<file path="src/verilog/rdt_map.svh">
// Purpose: Offsets, field positions, reset values and counts of the radio deviation block.
// Assumes: APB word addressing, byte address is four times the register index.
// Notes:   Definitions only.
`ifndef RDT_MAP_SVH
`define RDT_MAP_SVH

`define RDT_DEV_IDX        20'h0_DF11
`define RDT_SM2_IDX        20'h0_DF12
`define RDT_CTRL_IDX       20'h0_DF20
`define RDT_EV0_IDX        20'h0_DF21
`define RDT_STAT_IDX       20'h0_DF22

`define RDT_DEV_RST        8'h47
`define RDT_SM2_RST        8'h07
`define RDT_CTRL_RST       8'h00
`define RDT_EV0_RST        16'h0000

`define RDT_DEV_WMASK      8'h77
`define RDT_SM2_WMASK      8'h1F
`define RDT_CTRL_WMASK     8'h3F

`define RDT_DEV_BASE       4'h8
`define RDT_TIME_OFF       3'h7
`define RDT_CS_SYMBOLS     4'h8
`define RDT_TICK_SHIFT     3'h6

`endif

</file>
<file path="src/verilog/rdt_pkg.sv">
// Purpose: Types shared by the radio deviation and RX timeout block.
// Assumes: Field layout as given in rdt_map.svh.
// Notes:   Nothing is imported; use rdt_pkg::name.
package rdt_pkg;

  typedef enum logic [1:0] {
    RDT_MOD_FSK2 = 2'b00,
    RDT_MOD_GFSK = 2'b01,
    RDT_MOD_ASK  = 2'b10,
    RDT_MOD_MSK  = 2'b11
  } rdt_mod_t;

  typedef enum logic [1:0] {
    RDT_ST_IDLE   = 2'b00,
    RDT_ST_SEARCH = 2'b01,
    RDT_ST_KEEP   = 2'b10,
    RDT_ST_ENDED  = 2'b11
  } rdt_state_t;

  typedef struct packed {
    logic       unused7;
    logic [2:0] dev_exp;
    logic       unused3;
    logic [2:0] dev_mant;
  } rdt_dev_t;

  typedef struct packed {
    logic [2:0] unused;
    logic       rx_carrier_sense_stop;
    logic       rx_timeout_quality_keep;
    logic [2:0] rx_time;
  } rdt_sm2_t;

  typedef struct packed {
    logic [1:0] unused;
    logic [1:0] wake_timer_resolution;
    logic       tx_mode;
    logic       rx_mode;
    rdt_mod_t   mod_fmt;
  } rdt_ctrl_t;

  typedef struct packed {
    logic       carrier_sense;
    logic       sync_found;
    logic       quality_reached;
    logic       sym_tick;
    logic       tx_bit;
  } rdt_radio_in_t;

  typedef struct packed {
    logic        timeout_seen;
    logic        cs_seen;
    logic        quality_seen;
    logic        sync_seen;
    rdt_state_t  state;
  } rdt_status_t;

endpackage

</file>
<file path="src/verilog/rdt_rx_timer.sv">
// Purpose: Sync-search timer counting fine wake ticks up to a loaded limit.
// Assumes: tick_64 pulses 64 times per unit of the selected timeout factor.
// Notes:   Setting 111 of the timeout field never expires.
`timescale 1ns/100ps
`include "rdt_map.svh"

module rdt_rx_timer (
  input  wire logic        ref_clk,
  input  wire logic        rst,
  input  wire logic        start,
  input  wire logic        stop,
  input  wire logic        tick_64,
  input  wire logic [15:0] wake_event_zero_period,
  input  wire logic [2:0]  rx_time,
  output logic             expired
);

  logic [21:0] limit_q;
  logic [21:0] limit_d;
  logic [21:0] cnt_q;
  logic [21:0] cnt_d;
  logic        run_q;
  logic        run_d;
  logic        exp_q;
  logic        exp_d;

  always_comb begin
    limit_d = limit_q;
    cnt_d   = cnt_q;
    run_d   = run_q;
    exp_d   = 1'b0;
    if (start) begin
      // Each step of the field halves the limit.
      limit_d = 22'({6'h00, wake_event_zero_period} << (`RDT_TICK_SHIFT - rx_time));
      cnt_d   = 22'h00_0000;
      run_d   = (rx_time != `RDT_TIME_OFF) && (wake_event_zero_period != 16'h0000);
    end else if (stop) begin
      run_d = 1'b0;
    end else if (run_q && tick_64) begin
      cnt_d = cnt_q + 22'h00_0001;
      if (cnt_d >= limit_q) begin
        run_d = 1'b0;
        exp_d = 1'b1;
      end
    end
  end

  always_ff @(posedge ref_clk) begin
    if (rst) begin
      limit_q <= 22'h00_0000;
      cnt_q   <= 22'h00_0000;
      run_q   <= 1'b0;
      exp_q   <= 1'b0;
    end else begin
      limit_q <= limit_d;
      cnt_q   <= cnt_d;
      run_q   <= run_d;
      exp_q   <= exp_d;
    end
  end

  assign expired = exp_q;

endmodule

</file>
<file path="src/verilog/rdt_top.sv">
// Purpose: Deviation and RX sync-search timeout registers with their radio behaviour.
// Assumes: Radio status inputs come from logic on ref_clk; APB slave, zero wait states.
// Notes:   Deviation is expressed in units of fref divided by 2^17.
// Behaviour
// - FSK/GFSK TX offset minus/plus deviation per bit.
// - MSK: mantissa sets phase-change fraction, direction.
// - Deviation ignored for ASK TX, MSK/ASK RX.
// - FSK/GFSK RX uses deviation as expected value.
// - Carrier-sense stop; ASK times out after 8 symbols.
// - On expiry stay if sync, or quality option.
// - Sync search bounded by timer; field resets 111.
// - Timeout scales wake period by factor C.
//
// Local design decision: the APB interface to the registers.
`timescale 1ns/100ps
`include "rdt_map.svh"

module rdt_top (
  input  wire logic                  ref_clk,
  input  wire logic                  rst,
  input  wire logic                  psel,
  input  wire logic                  penable,
  input  wire logic                  pwrite,
  input  wire logic [31:0]           paddr,
  input  wire logic [31:0]           pwdata,
  output logic [31:0]                prdata,
  output logic                       pready,
  output logic                       pslverr,
  input  wire logic                  rx_active,
  input  wire logic                  tick_64,
  input  wire rdt_pkg::rdt_radio_in_t radio_in,
  output logic signed [11:0]         tx_freq_offset,
  output logic [10:0]                rx_expected_dev,
  output logic [3:0]                 msk_phase_eighths,
  output logic                       msk_phase_up,
  output logic                       rx_timeout
);

  rdt_pkg::rdt_dev_t    dev_q;
  rdt_pkg::rdt_dev_t    dev_d;
  rdt_pkg::rdt_sm2_t    sm2_q;
  rdt_pkg::rdt_sm2_t    sm2_d;
  rdt_pkg::rdt_ctrl_t   ctrl_q;
  rdt_pkg::rdt_ctrl_t   ctrl_d;
  logic [15:0]          ev0_q;
  logic [15:0]          ev0_d;
  logic [31:0]          rdata_q;
  logic [31:0]          rdata_d;
  logic                 err_q;
  logic                 err_d;
  rdt_pkg::rdt_status_t st_q;
  rdt_pkg::rdt_status_t st_d;
  logic [3:0]           sym_q;
  logic [3:0]           sym_d;
  logic                 rx_prev_q;
  logic                 to_q;
  logic                 to_d;
  logic signed [11:0]   txo_q;
  logic signed [11:0]   txo_d;
  logic [10:0]          rxd_q;
  logic [10:0]          rxd_d;
  logic [3:0]           msk_q;
  logic [3:0]           msk_d;
  logic                 mup_q;
  logic                 mup_d;
  logic [29:0]          idx;
  logic                 setup;
  logic                 access;
  logic                 hit;
  logic [10:0]          dev_units;
  logic                 rx_start;
  logic                 timer_exp;
  logic                 is_fsk;

  assign idx    = paddr[31:2];
  assign setup  = psel && !penable;
  assign access = psel && penable;
  assign hit    = (idx == 30'(`RDT_DEV_IDX)) || (idx == 30'(`RDT_SM2_IDX))
               || (idx == 30'(`RDT_CTRL_IDX)) || (idx == 30'(`RDT_EV0_IDX))
               || (idx == 30'(`RDT_STAT_IDX));
  assign is_fsk = (ctrl_q.mod_fmt == rdt_pkg::RDT_MOD_FSK2)
               || (ctrl_q.mod_fmt == rdt_pkg::RDT_MOD_GFSK);
  assign dev_units = 11'({7'h00, `RDT_DEV_BASE + {1'b0, dev_q.dev_mant}} << dev_q.dev_exp);
  assign rx_start  = rx_active && !rx_prev_q;

  // Register file and APB answer.
  always_comb begin
    dev_d   = dev_q;
    sm2_d   = sm2_q;
    ctrl_d  = ctrl_q;
    ev0_d   = ev0_q;
    rdata_d = rdata_q;
    err_d   = err_q;
    if (setup) begin
      err_d   = !hit;
      rdata_d = 32'h0000_0000;
      case (idx)
        30'(`RDT_DEV_IDX):  rdata_d = {24'h00_0000, dev_q};
        30'(`RDT_SM2_IDX):  rdata_d = {24'h00_0000, sm2_q};
        30'(`RDT_CTRL_IDX): rdata_d = {24'h00_0000, ctrl_q};
        30'(`RDT_EV0_IDX):  rdata_d = {16'h0000, ev0_q};
        30'(`RDT_STAT_IDX): rdata_d = {26'h000_0000, st_q};
        default:            rdata_d = 32'h0000_0000;
      endcase
    end
    if (access && pwrite) begin
      case (idx)
        30'(`RDT_DEV_IDX):  dev_d  = pwdata[7:0] & `RDT_DEV_WMASK;
        30'(`RDT_SM2_IDX):  sm2_d  = pwdata[7:0] & `RDT_SM2_WMASK;
        30'(`RDT_CTRL_IDX): ctrl_d = pwdata[7:0] & `RDT_CTRL_WMASK;
        30'(`RDT_EV0_IDX):  ev0_d  = pwdata[15:0];
        default:            ev0_d  = ev0_q;
      endcase
    end
  end

  always_ff @(posedge ref_clk) begin
    if (rst) begin
      dev_q   <= `RDT_DEV_RST;
      sm2_q   <= `RDT_SM2_RST;
      ctrl_q  <= `RDT_CTRL_RST;
      ev0_q   <= `RDT_EV0_RST;
      rdata_q <= 32'h0000_0000;
      err_q   <= 1'b0;
    end else begin
      dev_q   <= dev_d;
      sm2_q   <= sm2_d;
      ctrl_q  <= ctrl_d;
      ev0_q   <= ev0_d;
      rdata_q <= rdata_d;
      err_q   <= err_d;
    end
  end

  assign prdata  = rdata_q;
  assign pready  = access;
  assign pslverr = access && err_q;

  // Modulator and demodulator deviation outputs.
  always_comb begin
    txo_d = 12'sh000;
    rxd_d = 11'h000;
    msk_d = 4'h0;
    mup_d = 1'b0;
    if (ctrl_q.tx_mode && is_fsk) begin
      txo_d = radio_in.tx_bit ? $signed({1'b0, dev_units})
                              : -$signed({1'b0, dev_units});
    end
    if (ctrl_q.tx_mode && (ctrl_q.mod_fmt == rdt_pkg::RDT_MOD_MSK)) begin
      msk_d = 4'h1 + {1'b0, dev_q.dev_mant};
      mup_d = !radio_in.tx_bit;
    end
    if (ctrl_q.rx_mode && !ctrl_q.tx_mode && is_fsk) begin
      rxd_d = dev_units;
    end
  end // ASK TX and MSK/ASK RX leave all outputs at zero.

  always_ff @(posedge ref_clk) begin
    if (rst) begin
      txo_q <= 12'sh000;
      rxd_q <= 11'h000;
      msk_q <= 4'h0;
      mup_q <= 1'b0;
    end else begin
      txo_q <= txo_d;
      rxd_q <= rxd_d;
      msk_q <= msk_d;
      mup_q <= mup_d;
    end
  end

  assign tx_freq_offset    = txo_q;
  assign rx_expected_dev   = rxd_q;
  assign msk_phase_eighths = msk_q;
  assign msk_phase_up      = mup_q;

  // Sync-search supervision.
  rdt_rx_timer u_timer (
    .ref_clk (ref_clk),
    .rst     (rst),
    .start   (rx_start),
    .stop    (!rx_active),
    .tick_64 (tick_64),
    .wake_event_zero_period (ev0_q),
    .rx_time (sm2_q.rx_time),
    .expired (timer_exp)
  );

  always_comb begin
    st_d  = st_q;
    sym_d = sym_q;
    to_d  = 1'b0;
    case (st_q.state)
      rdt_pkg::RDT_ST_IDLE: begin
        if (rx_start) begin
          st_d  = '0;
          sym_d = 4'h0;
          st_d.state = rdt_pkg::RDT_ST_SEARCH;
        end
      end
      rdt_pkg::RDT_ST_SEARCH: begin
        st_d.sync_seen = st_q.sync_seen | radio_in.sync_found;
        st_d.quality_seen = st_q.quality_seen | radio_in.quality_reached;
        st_d.cs_seen   = st_q.cs_seen | radio_in.carrier_sense;
        if (radio_in.sym_tick && (sym_q != `RDT_CS_SYMBOLS)) begin
          sym_d = sym_q + 4'h1;
        end
        if (radio_in.sync_found) begin
          st_d.state = rdt_pkg::RDT_ST_KEEP;
        end else if (sm2_q.rx_carrier_sense_stop && (ctrl_q.mod_fmt == rdt_pkg::RDT_MOD_ASK)
                     && !st_d.cs_seen && (sym_d == `RDT_CS_SYMBOLS)) begin
          to_d = 1'b1;
        end else if (sm2_q.rx_carrier_sense_stop && (ctrl_q.mod_fmt != rdt_pkg::RDT_MOD_ASK)
                     && st_q.cs_seen && !radio_in.carrier_sense) begin
          to_d = 1'b1;
        end else if (timer_exp) begin
          if (!(sm2_q.rx_timeout_quality_keep && st_d.quality_seen)) begin
            to_d = 1'b1;
          end else begin
            st_d.state = rdt_pkg::RDT_ST_KEEP;
          end
        end
        if (to_d) begin
          st_d.timeout_seen = 1'b1;
          st_d.state = rdt_pkg::RDT_ST_ENDED;
        end
      end
      rdt_pkg::RDT_ST_KEEP: begin
        st_d.sync_seen = st_q.sync_seen | radio_in.sync_found;
      end
      rdt_pkg::RDT_ST_ENDED: begin
        st_d.state = st_q.state;
      end
      default: begin
        st_d.state = rdt_pkg::RDT_ST_IDLE;
      end
    endcase
    if (!rx_active && (st_q.state != rdt_pkg::RDT_ST_IDLE)) begin
      // Leaving RX never reports a timeout.
      to_d              = 1'b0;
      st_d.timeout_seen = st_q.timeout_seen;
      st_d.state        = rdt_pkg::RDT_ST_IDLE;
    end
  end

  always_ff @(posedge ref_clk) begin
    if (rst) begin
      st_q      <= '0;
      sym_q     <= 4'h0;
      to_q      <= 1'b0;
      rx_prev_q <= 1'b0;
    end else begin
      st_q      <= st_d;
      sym_q     <= sym_d;
      to_q      <= to_d;
      rx_prev_q <= rx_active;
    end
  end

  assign rx_timeout = to_q;

endmodule

</file>
<file path="config.mk">
export PLATFORM = sky130hd
export DESIGN_NAME = rdt_top
export DESIGN_NICKNAME = d
export VERILOG_FILES = /design/src/verilog/rdt_pkg.sv /design/src/verilog/rdt_rx_timer.sv /design/src/verilog/rdt_top.sv
export VERILOG_INCLUDE_DIRS = /design/src /design/src/verilog
export SDC_FILE = /design/constraint.sdc
export NUM_CORES = 1
export LEC_CHECK = 0
export BUFFER_PORTS_ARGS = -buffer_cell sky130_fd_sc_hd__buf_2
export CAP_MARGIN = 0
export CORE_MARGIN = 10
export CORE_UTILIZATION = 30
export CTS_CLUSTER_SIZE = 16
export DETAILED_ROUTE_END_ITERATION = 10
export PLACE_DENSITY_LB_ADDON = 0.1
export SKIP_LAST_GASP = 1
export SYNTH_ARGS = -nofsm -noshare
export SYNTH_HDL_FRONTEND = slang
export SYNTH_SLANG_ARGS = --single-unit
export TNS_END_PERCENT = 100
</file>
<file path="constraint.sdc">
create_clock -name ref_clk -period 6.5 [get_ports ref_clk]
set_input_delay 1.3 -clock ref_clk [delete_from_list [all_inputs] [get_ports ref_clk]]
set_output_delay 1.3 -clock ref_clk [all_outputs]
set_load 0.02 [all_outputs]
</file>
# [Word-level counts from Yosys, hierarchy flattened]
# Index checks and enable logic that the tools add are counted.
[totals] regBits=152 inputBits=76 out_inout_bits=63 word_cells=156
[classes] add_sub_neg=6 magnitude_cmp=1 eq_ne=22 n_shift=2 mux=28 bitwise=10 reduce_logical=58
[op_table] op="30-bit by 16-bit equality test with 1-bit output, second input constant" n=5
[op_table] op="16-bit one-hot mux with 5 select lines" n=1
[op_table] op="22-bit by 1-bit adder with 22-bit output, second input constant" n=1
[op_table] op="22-bit >= comparator" n=1
[op_table] op="16-bit by 3-bit << shifter with 22-bit output" n=1
[op_table] op="1-bit logical AND" n=20
[op_table] op="2-bit AND reduction" n=8
[op_table] op="16-bit nonzero test" n=1
[op_table] op="1-bit two-way mux" n=12
[op_table] op="2-bit two-way mux" n=6
[op_table] op="4-bit two-way mux" n=3
[op_table] op="4-bit by 3-bit inequality test with 1-bit output, second input constant" n=3
[op_table] op="11-bit negation with 12-bit output" n=1
[op_table] op="2-bit OR reduction" n=6
[op_table] op="11-bit two-way mux" n=1
[op_table] op="4-bit by 3-bit << shifter with 11-bit output" n=1
[op_table] op="1-bit logical NOT" n=8
[op_table] op="4-bit one-hot mux with 2 select lines" n=1
[op_table] op="1-bit NOT" n=7
[op_table] op="2-bit equality test, second input constant" n=3
[op_table] op="6-bit two-way mux" n=1
[op_table] op="3-bit by 1-bit inequality test with 1-bit output, second input constant" n=2
[op_table] op="3-bit one-hot mux with 2 select lines" n=1
[op_table] op="6-bit AND reduction" n=1
[op_table] op="other kinds (20)" n=32

# [Longest topological paths before layout]
# Gate-level depths: netlist (run 1).
[depth] ltp_word=11 depth_mapped=13 depth_no_buf=12

# [Modules after synthesis]
# A second synthesis (run 1) with hierarchy kept.
[unflattened] cells_unflattened=925 area_unflattened_um2=7800.0
[modules_own_cells] mod="rdt_top" n_inst=1 cells_per_inst=514 area_per_inst_um2=4509.3 seq_area_each_um2=1801.7
[modules_own_cells] mod="rdt_rx_timer" n_inst=1 cells_per_inst=411 area_per_inst_um2=3290.7 seq_area_each_um2=920.9

# [Worst setup path after synthesis (run 1)]
# Ideal clock, no wire load.
[synth_timing] path_kind="reg2reg" from="reg u_timer.cnt_q[2]" to="reg u_timer.run_q" setup_time_ns=0.086 t_arrival_ns=2.926 t_required_ns=6.414 slack_ns=3.489 stages_incl_launch_ff=12 n_path_buf=1 period_less_slack_ns=3.011 cell_sequence="dfxtp_1 -> nand3_2 -> nor4_4 -> and4_1 -> buf_2 -> xor2_1 -> ha_1 -> a22o_1 -> or4_1 -> a221oi_1 -> a31oi_1 -> a211oi_1"
[synth_between] elab_chain_len=4
[synth_lines] item="start: declaration" line="rdt_rx_timer.sv:20" rtl="logic [21:0] cnt_q;"
[synth_lines] item="start signal: assignment" line="rdt_rx_timer.sv:56" rtl="cnt_q <= cnt_d;"
[synth_lines] item="22-bit by 1-bit adder with 22-bit output" line="rdt_rx_timer.sv:40" rtl="cnt_d = cnt_q + 22'h00_0001;"
[synth_lines] item="22-bit >= comparator" line="rdt_rx_timer.sv:41" rtl="if (cnt_d >= limit_q) begin"
[synth_lines] item="3-bit by 1-bit inequality test with 1-bit output (no source line)"
[synth_lines] item="2-bit AND reduction (no source line)"
[synth_lines] item="end signal: assignment" line="rdt_rx_timer.sv:57" rtl="run_q <= run_d;"
[synth_lines] item="end: declaration" line="rdt_rx_timer.sv:22" rtl="logic run_q;"
# No other way between the ends.
# A chain may end at the register's enable or synchronous reset.

# [Worst setup path after layout (run 1)]
[layout_timing] from="reg u_timer.cnt_q[5]" to="reg u_timer.run_q"
# The elaborated chain is that of the path after synthesis.

==> results of run 1 <==
worst max-delay path: cells and delay by family (launching register included):
kind,cells,cell delay [ps]
xor+xnor,1,210
compound gates,4,1100
simple gates,4,1480
flops,1,510
fa+ha+maj,1,280
cell usage in the layout (no fill, tap or decap), types with 9 or more instances in the layout:
cell type | netlist | final
dfxtp_1 | 136 | 136
nor2_1 | 109 | 109
buf_2 | 14 | 104
nand2_1 | 103 | 103
a21oi_1 | 64 | 64
nand3_1 | 35 | 35
inv_1 | 33 | 33
xor2_1 | 31 | 31
ha_1 | 31 | 31
mux2i_1 | 24 | 24
nand4_1 | 22 | 22
a211oi_1 | 20 | 20
xnor2_1 | 20 | 19
nor2b_1 | 18 | 18
o21ai_0 | 17 | 17
clkbuf_16 | 0 | 17
conb_1 | 1 | 16
nor3_1 | 13 | 13
a311oi_1 | 12 | 12
a22oi_1 | 11 | 11
mux2_2 | 10 | 10
nor4_1 | 9 | 9
stage by stage:
| stage | total power [uW] | cell area [um2] | setup WS (ps) | cells | utilization (%) |
|---|---|---|---|---|---|
| finish | 1922 | 8623 | 2818 | 1294 | 35.56 |
| global route | 2005 | 8623 | 2543 | 1294 | 35.56 |
| CTS | 1951 | 8623 | 2704 | 1294 | 35.56 |
| detailed placement | 991.8 | 8054 | 2401 | 1262 | 33.21 |
| global placement | 992.2 | 8054 | 2451 | 1262 | 33.21 |
| floorplan | 952.6 | 7441 | 3489 | 900 | - |
cells by family (layout without fill, tap and decap cells):
logic type      Yosys count  in the layout
simple gates            353            353
compound gates          169            169
flops                   136            136
buf+inv                 105            175
xor+xnor                 51             51
mux                      39             39
fa+ha+maj                31             31
other cells               1             16
path summary, 6_finish.rpt:
check | to | slack [ps]
setup / recovery | u_timer.run_q | 2820
hold / removal | prdata[11] | 450
setup reg to reg | u_timer.run_q | 2820
hold reg to reg | prdata[11] | 450
state kept, by name (all words and copies together), names as in the netlist, 5 cells and up:
register	count
st_q	6
tx_freq_offset	12
ctrl_q	6
dev_q	6
u_timer.cnt_q	22
prdata	16
u_timer.limit_q	22
sm2_q	5
rx_expected_dev	11
ev0_q	16
area by class of cell:
class                   count  area, um2
clock buffers              18      429.2
clock inverters            14      140.1
fillers                  2645      15630
inverters                  34      127.6
multi-input cells         659       4240
flip-flops and latches    136       2723
well taps                 324      405.4
repair buffers            109      558.0
report_power, final:
group | switching (uW) | internal, uW
sequential | 6.46 | 843
combinational | 81.7 | 41.7
clock | 413 | 536
total | 501 | 1420
per-layer routing:
layer  vias up  global-route usage (%)  share of wire, %
met1      2872                   19.06                52
met2       116                   20.20                43
met3        14                   3.776               4.4
met5         -                       0                 0
li1       3229                       -                 -
met4         0                   3.643              0.95
==> impl_metrics.tcl, run 1 <==
set metrics [dict create \
    worstPathArrival_ps 4010 \
    endpoint_kind "flip-flop" \
    synth_top_family_by_area "simple AND/OR/NAND/NOR gates" \
    h-tree-depth 4 \
    wl_per_cell_um 16.21 \
    finalWeightedCongestion 0.7542 \
    finalNetCount 1064 \
    cts-resized-gates 0 \
    yosysTopAreaCell "dfxtp_1" \
    cts_tree "done" \
    synth_seq_cells 136 \
    whs_path_depth 2 \
    synth.area.top_cells "dfxtp_1 37%, nor2_1 5.5%, ha_1 5.3%, nand2_1 5.2%, a21oi_1 4.3%" \
    synth_top_area_share_pct 36.87 \
    synth_compound_area_share_pct 15.23 \
    core_area_um2 24250 \
    dr_total_vias 6231 \
    cts-root-buf "clkbuf_16" \
    seq_area_frac_synth_pct 36.87 \
    whs_ps 454.5 \
    rows 57 \
    die_area_um2 31290 \
    crit_path_start_kind "flip-flop" \
    async_reset_ff_share_pct 0 \
    cp.required_ps 6830 \
    grt_pass1_vias 6384 \
    synthXorXnorAreaFrac_pct 6.049 \
    reg2reg_depth 10 \
    syn_area_um2 7385 \
    ys_types 63 \
    drcViolationCount 0 \
    rsz0062_at_grt "no" \
    io_pins 139 \
    yosys_warnings 0 \
    post_cts_buffers 0 \
    synth_edf_count 0 \
    power_leakage_uw 0.003350 \
    die_h_um 176.9 \
    cp-startpoint "u_timer.cnt_q[5]" \
    crit_chain "nand4_1 -> nor4_4 -> and4_1 -> xor2_1 -> ha_1 -> a22o_1 -> or4_1 -> a221oi_1 -> a31oi_1 -> a211oi_1" \
    synthCells 885 \
    holdCritPathClass "flip-flop to flip-flop" \
    overflow 0 \
    cts_buffers 17 \
    hold_start "prdata[11]" \
    ys.flop_type "dfxtp_1" \
    start_util_pct 30.45 \
    fin_crit_sh_pct 56.65 \
    synthTopCellsByCount "136 x dfxtp_1, 109 x nor2_1, 103 x nand2_1" \
    yosysMostFrequentCell "dfxtp_1" \
    max_stage_delay_ps 540 \
    dp_hpwl_um 15040 \
    routed_via_density 4.815 \
    antenna_found_initial 0 \
    power.density_nw_per_um2 222.8 \
    slew_violations 0 \
    synthMuxAreaShare_pct 6.303 \
    syn_area_per_cell_um2 8.344 \
    cts_buffer_depth 2 \
    crit_path_top_delay_cell "a221oi_1" \
    slew_headroom_pct 20.02 \
    grt_usage_pct 13.66 \
    area_growth_syn_to_layout_pct 16.77 \
    tns_ps 0 \
    layout-drive-gt1-share_pct 17.63 \
    status "complete, no violations" \
    fp.dieW_um 176.9 \
    worstReg2RegStart "u_timer.cnt_q[5]" \
    max_freq_ghz 0.2716 \
    grt_first_pass_wirelength_um 34520 \
    wirelength_um 20980 \
    worst_pin_slew_ps 1197 \
    max_cap_violations 0 \
    port_buffers 104 \
    finalSetupViolations 0 \
    synth-simple-area-share_pct 23.67 \
    path_class "flip-flop to flip-flop" \
    drt_first_pass_iters 4 \
    clock_latency_ps 420 \
    ir_drop_mv 0.1072 \
    skew_ps 11.93 \
    clk_pin_slew_ps 70 \
    path_max_fanout 9 \
    finalCriticalPeriod_ps 3682 \
    diodes 0 \
    hold_viol 0 \
    cts-hold-fix-buffers 0 \
    synth_fa_ha_area_share_pct 5.252 \
    grt_max_degree 85 \
    drt_iter0_drc 354 \
    cts_sinks 136 \
    ant_nets 0 \
]
(Power assumes the default switching activity.)
==> run 2, diff against run 1 <==
--- a/config.mk
+++ b/config.mk
@@ -6,6 +6,7 @@
 export SDC_FILE = /design/constraint.sdc
 export NUM_CORES = 1
 export LEC_CHECK = 0
+export ABC_AREA = 1
 export BUFFER_PORTS_ARGS = -buffer_cell sky130_fd_sc_hd__buf_2
 export CAP_MARGIN = 0
 export CORE_MARGIN = 10
==> constraint.sdc (replaced) <==
create_clock -name ref_clk -period 2.95 [get_ports ref_clk]
set_input_delay 0.59 -clock ref_clk [delete_from_list [all_inputs] [get_ports ref_clk]]
set_output_delay 0.59 -clock ref_clk [all_outputs]
set_load 0.02 [all_outputs]
==> run 2 against run 1 <==
  * Sequential share of layout area is 1.1 points lower
  * Final area is 4.1% higher
  * Register-to-register slack got worse by 2600 ps
  * Hold slack worse by 34 ps
  * Core utilization grew 1.3 points
  * Setup slack worse by 2600 ps
  * Combinational power is 100% higher
  * Power is 120% higher
==> impl_metrics.tcl, run 2 <==
set metrics [dict create \
    fin_area_um2 8980 \
    async_reset_ff_share_pct 0 \
    slew_headroom_pct 50.97 \
    rows 57 \
    drt_iter0_drc 380 \
    cp.required_ps 3230 \
    skew_ps 7.970 \
    max_freq_ghz 0.3675 \
    synth.area.top_cells "dfxtp_1 36%, nand2_1 10%, inv_1 7.7%, o21ai_0 6.6%, ha_1 5.2%" \
    tns_ps 0 \
    overflow 0 \
    dp_cells 1477 \
    die_h_um 177.7 \
    status "complete, no violations" \
    grt_pass1_vias 6804 \
    most-common-layout-cells "207 x nand2_1, 153 x inv_1, 132 x dfxtp_1, 104 x buf_2, 98 x o21ai_0" \
    cts_buffers 17 \
    ys_types 48 \
    instances_no_fill 1510 \
    grt_first_pass_wirelength_um 35810 \
    finalWeightedCongestion 0.8123 \
    start_util_pct 30.58 \
    die_area_um2 31570 \
    max_cap_violations 0 \
    syn_area_um2 7460 \
    p_total_uw 4306 \
    seq_area_frac_synth_pct 36.50 \
    fin_crit_sh_pct 92.24 \
    crit_path_start_kind "flip-flop" \
    ys.flop_type "dfxtp_1" \
    diodes 0 \
    finalNetCount 1282 \
    io_pins 139 \
    hold_viol 0 \
    yosysTopAreaCell "dfxtp_1" \
    clock_latency_ps 420 \
    endpoint_kind "flip-flop" \
    layout-drive-gt1-share_pct 17.54 \
    crit_chain "ha_4 -> nand3_2 -> nor2_4 -> nand3_4 -> nor2_4 -> buf_4 -> nand3_2 -> xnor2_2 -> ha_1 -> nand2_1 -> nor2_2 -> nand3_2 -> nor3_2 -> nand2_1 -> nand4_1 -> nand2_1 -> nand2_1 -> a21oi_1" \
    drcViolationCount 0 \
    finalSetupViolations 0 \
    finalCriticalPeriod_ps 2721 \
    ant_nets 0 \
    fin_util_pct 36.82 \
    routed_via_density 4.572 \
    synth_edf_count 0 \
    place_area_um2 8290 \
    h-tree-depth 4 \
    wirelength_um 22270 \
    antenna_found_initial 0 \
    synth_seq_cells 136 \
    synthTopCellsByCount "207 x nand2_1, 153 x inv_1, 136 x dfxtp_1" \
    yosys_warnings 0 \
    port_buffers 104 \
    grt_usage_pct 14.12 \
    cts_sinks 136 \
    ir_drop_mv 0.3635 \
    grt_max_degree 33 \
    holdCritPathClass "input pin to flip-flop" \
    cts-root-buf "clkbuf_16" \
    power.density_nw_per_um2 479.5 \
    dr_total_vias 6904 \
    clk_pin_slew_ps 60 \
    power_leakage_uw 0.004210 \
    worst_pin_slew_ps 725.9 \
    fp.dieW_um 177.7 \
    path_max_fanout 3 \
    wl_per_cell_um 14.75 \
    yosysMostFrequentCell "nand2_1" \
    crit_path_top_delay_cell "dfxtp_4" \
    synthCells 1070 \
    path_class "flip-flop to flip-flop" \
    worstPathArrival_ps 3000 \
    cts_buffer_depth 2 \
    cts_tree "done" \
    slew_violations 0 \
    area_growth_syn_to_layout_pct 20.38 \
    max_stage_delay_ps 370 \
    dp_hpwl_um 17060 \
    layout_commonest_cell "nand2_1" \
    synth_top_area_share_pct 36.50 \
    drt_first_pass_iters 5 \
    cp_common_cell "nand2_1" \
    syn_area_per_cell_um2 6.972 \
    largestRegisters "u_timer.cnt_q: 22 flops, u_timer.limit_q: 22 flops" \
    core_area_um2 24390 \
]
run 2: cell types whose count changed after synthesis, sizes merged, moves of 12 or more:
cell and change:
a21oi +12, nor2b -18, nand3 +34, nand2 +109
a211oi -21, a311oi -12, o21ai +94, clkbuf -12
mux2i -23, inv +127, xnor2 -17
run 2: path summary, 6_finish.rpt:
| kind | from | endpoint | slack [ps] | cells after the start |
|---|---|---|---|---|
| worst min register to register | prdata[13] | prdata[13] | 460 | 2 |
| worst max-delay path | u_timer.cnt_q[1] | u_timer.run_q | 230 | 18 |
| worst max register to register | u_timer.cnt_q[1] | u_timer.run_q | 230 | 18 |
| worst min-delay path | pwdata[6] | dev_q[6] | 420 | 3 |
run 2: cell type report:
class                   instances  area, um2
fillers                      2738      15410
flip-flops and latches        136       2733
clock buffers                  18      439.2
repair buffers                122      655.6
inverters                     163      611.8
well taps                     324      405.4
multi-input cells             735       3983
clock inverters                12      152.6
run 2: cells by family after synthesis:
| family | synth area share [%] |
|---|---|
| and+or+nand+nor | 26.23 |
| AOI/OAI and AO/OA | 17.34 |
| adders and majority gates | 5.200 |
| other | 0.05027 |
| xor gates and xnor gates | 2.801 |
| muxes | 0.1342 |
| DFF | 36.50 |
| buffers and inverters | 11.74 |
run 2: timing repair:
action                                  in CTS  in global routing
resized for setup                            0                 20
setup buffers                                0                  3
hold buffers                                 0                  0
endpoints found under the hold margin        0                  0
endpoints found under the setup margin       0                  2
run 2: report_power, final:
part / internal, uW / switching (uW) / total [uW] / leakage (uW)
Clock: 1340 / 859 / 2200 / 0.000280
Combinational: 76.1 / 173 / 249 / 0.00283
Sequential: 1850 / 9.05 / 1860 / 0.00110
Total: 3260 / 1040 / 4310 / 0.00421
run 2: layer usage:
metal | global-route usage, % | vias up | wire length (um) | share of wire, %
met4 | 2.709 | 0 | 141 | 0.63
li1 | - | 3680 | - | -
met3 | 3.485 | 8 | 969 | 4.4
met5 | 0 | - | 0 | 0
met2 | 22.67 | 133 | 10180 | 46
met1 | 18.88 | 3083 | 10980 | 49
run 2: worst max-delay path, delay by kind of cell, from the launching register on:
kind | cells | cell delay, ps
buf+inv | 1 | 130
compound gates | 1 | 50
fa+ha+maj | 2 | 450
xor+xnor | 1 | 170
flops | 1 | 370
simple gates | 13 | 1410
run 2: stage by stage:
step	worst slack [ps]	hold WS [ps]
finish	228.9	420.2
global route	-11.01	443.7
CTS	35.13	409.7
detailed placement	44.77	456.2
global placement	105.4	451.6
floorplan	432.1	426.0
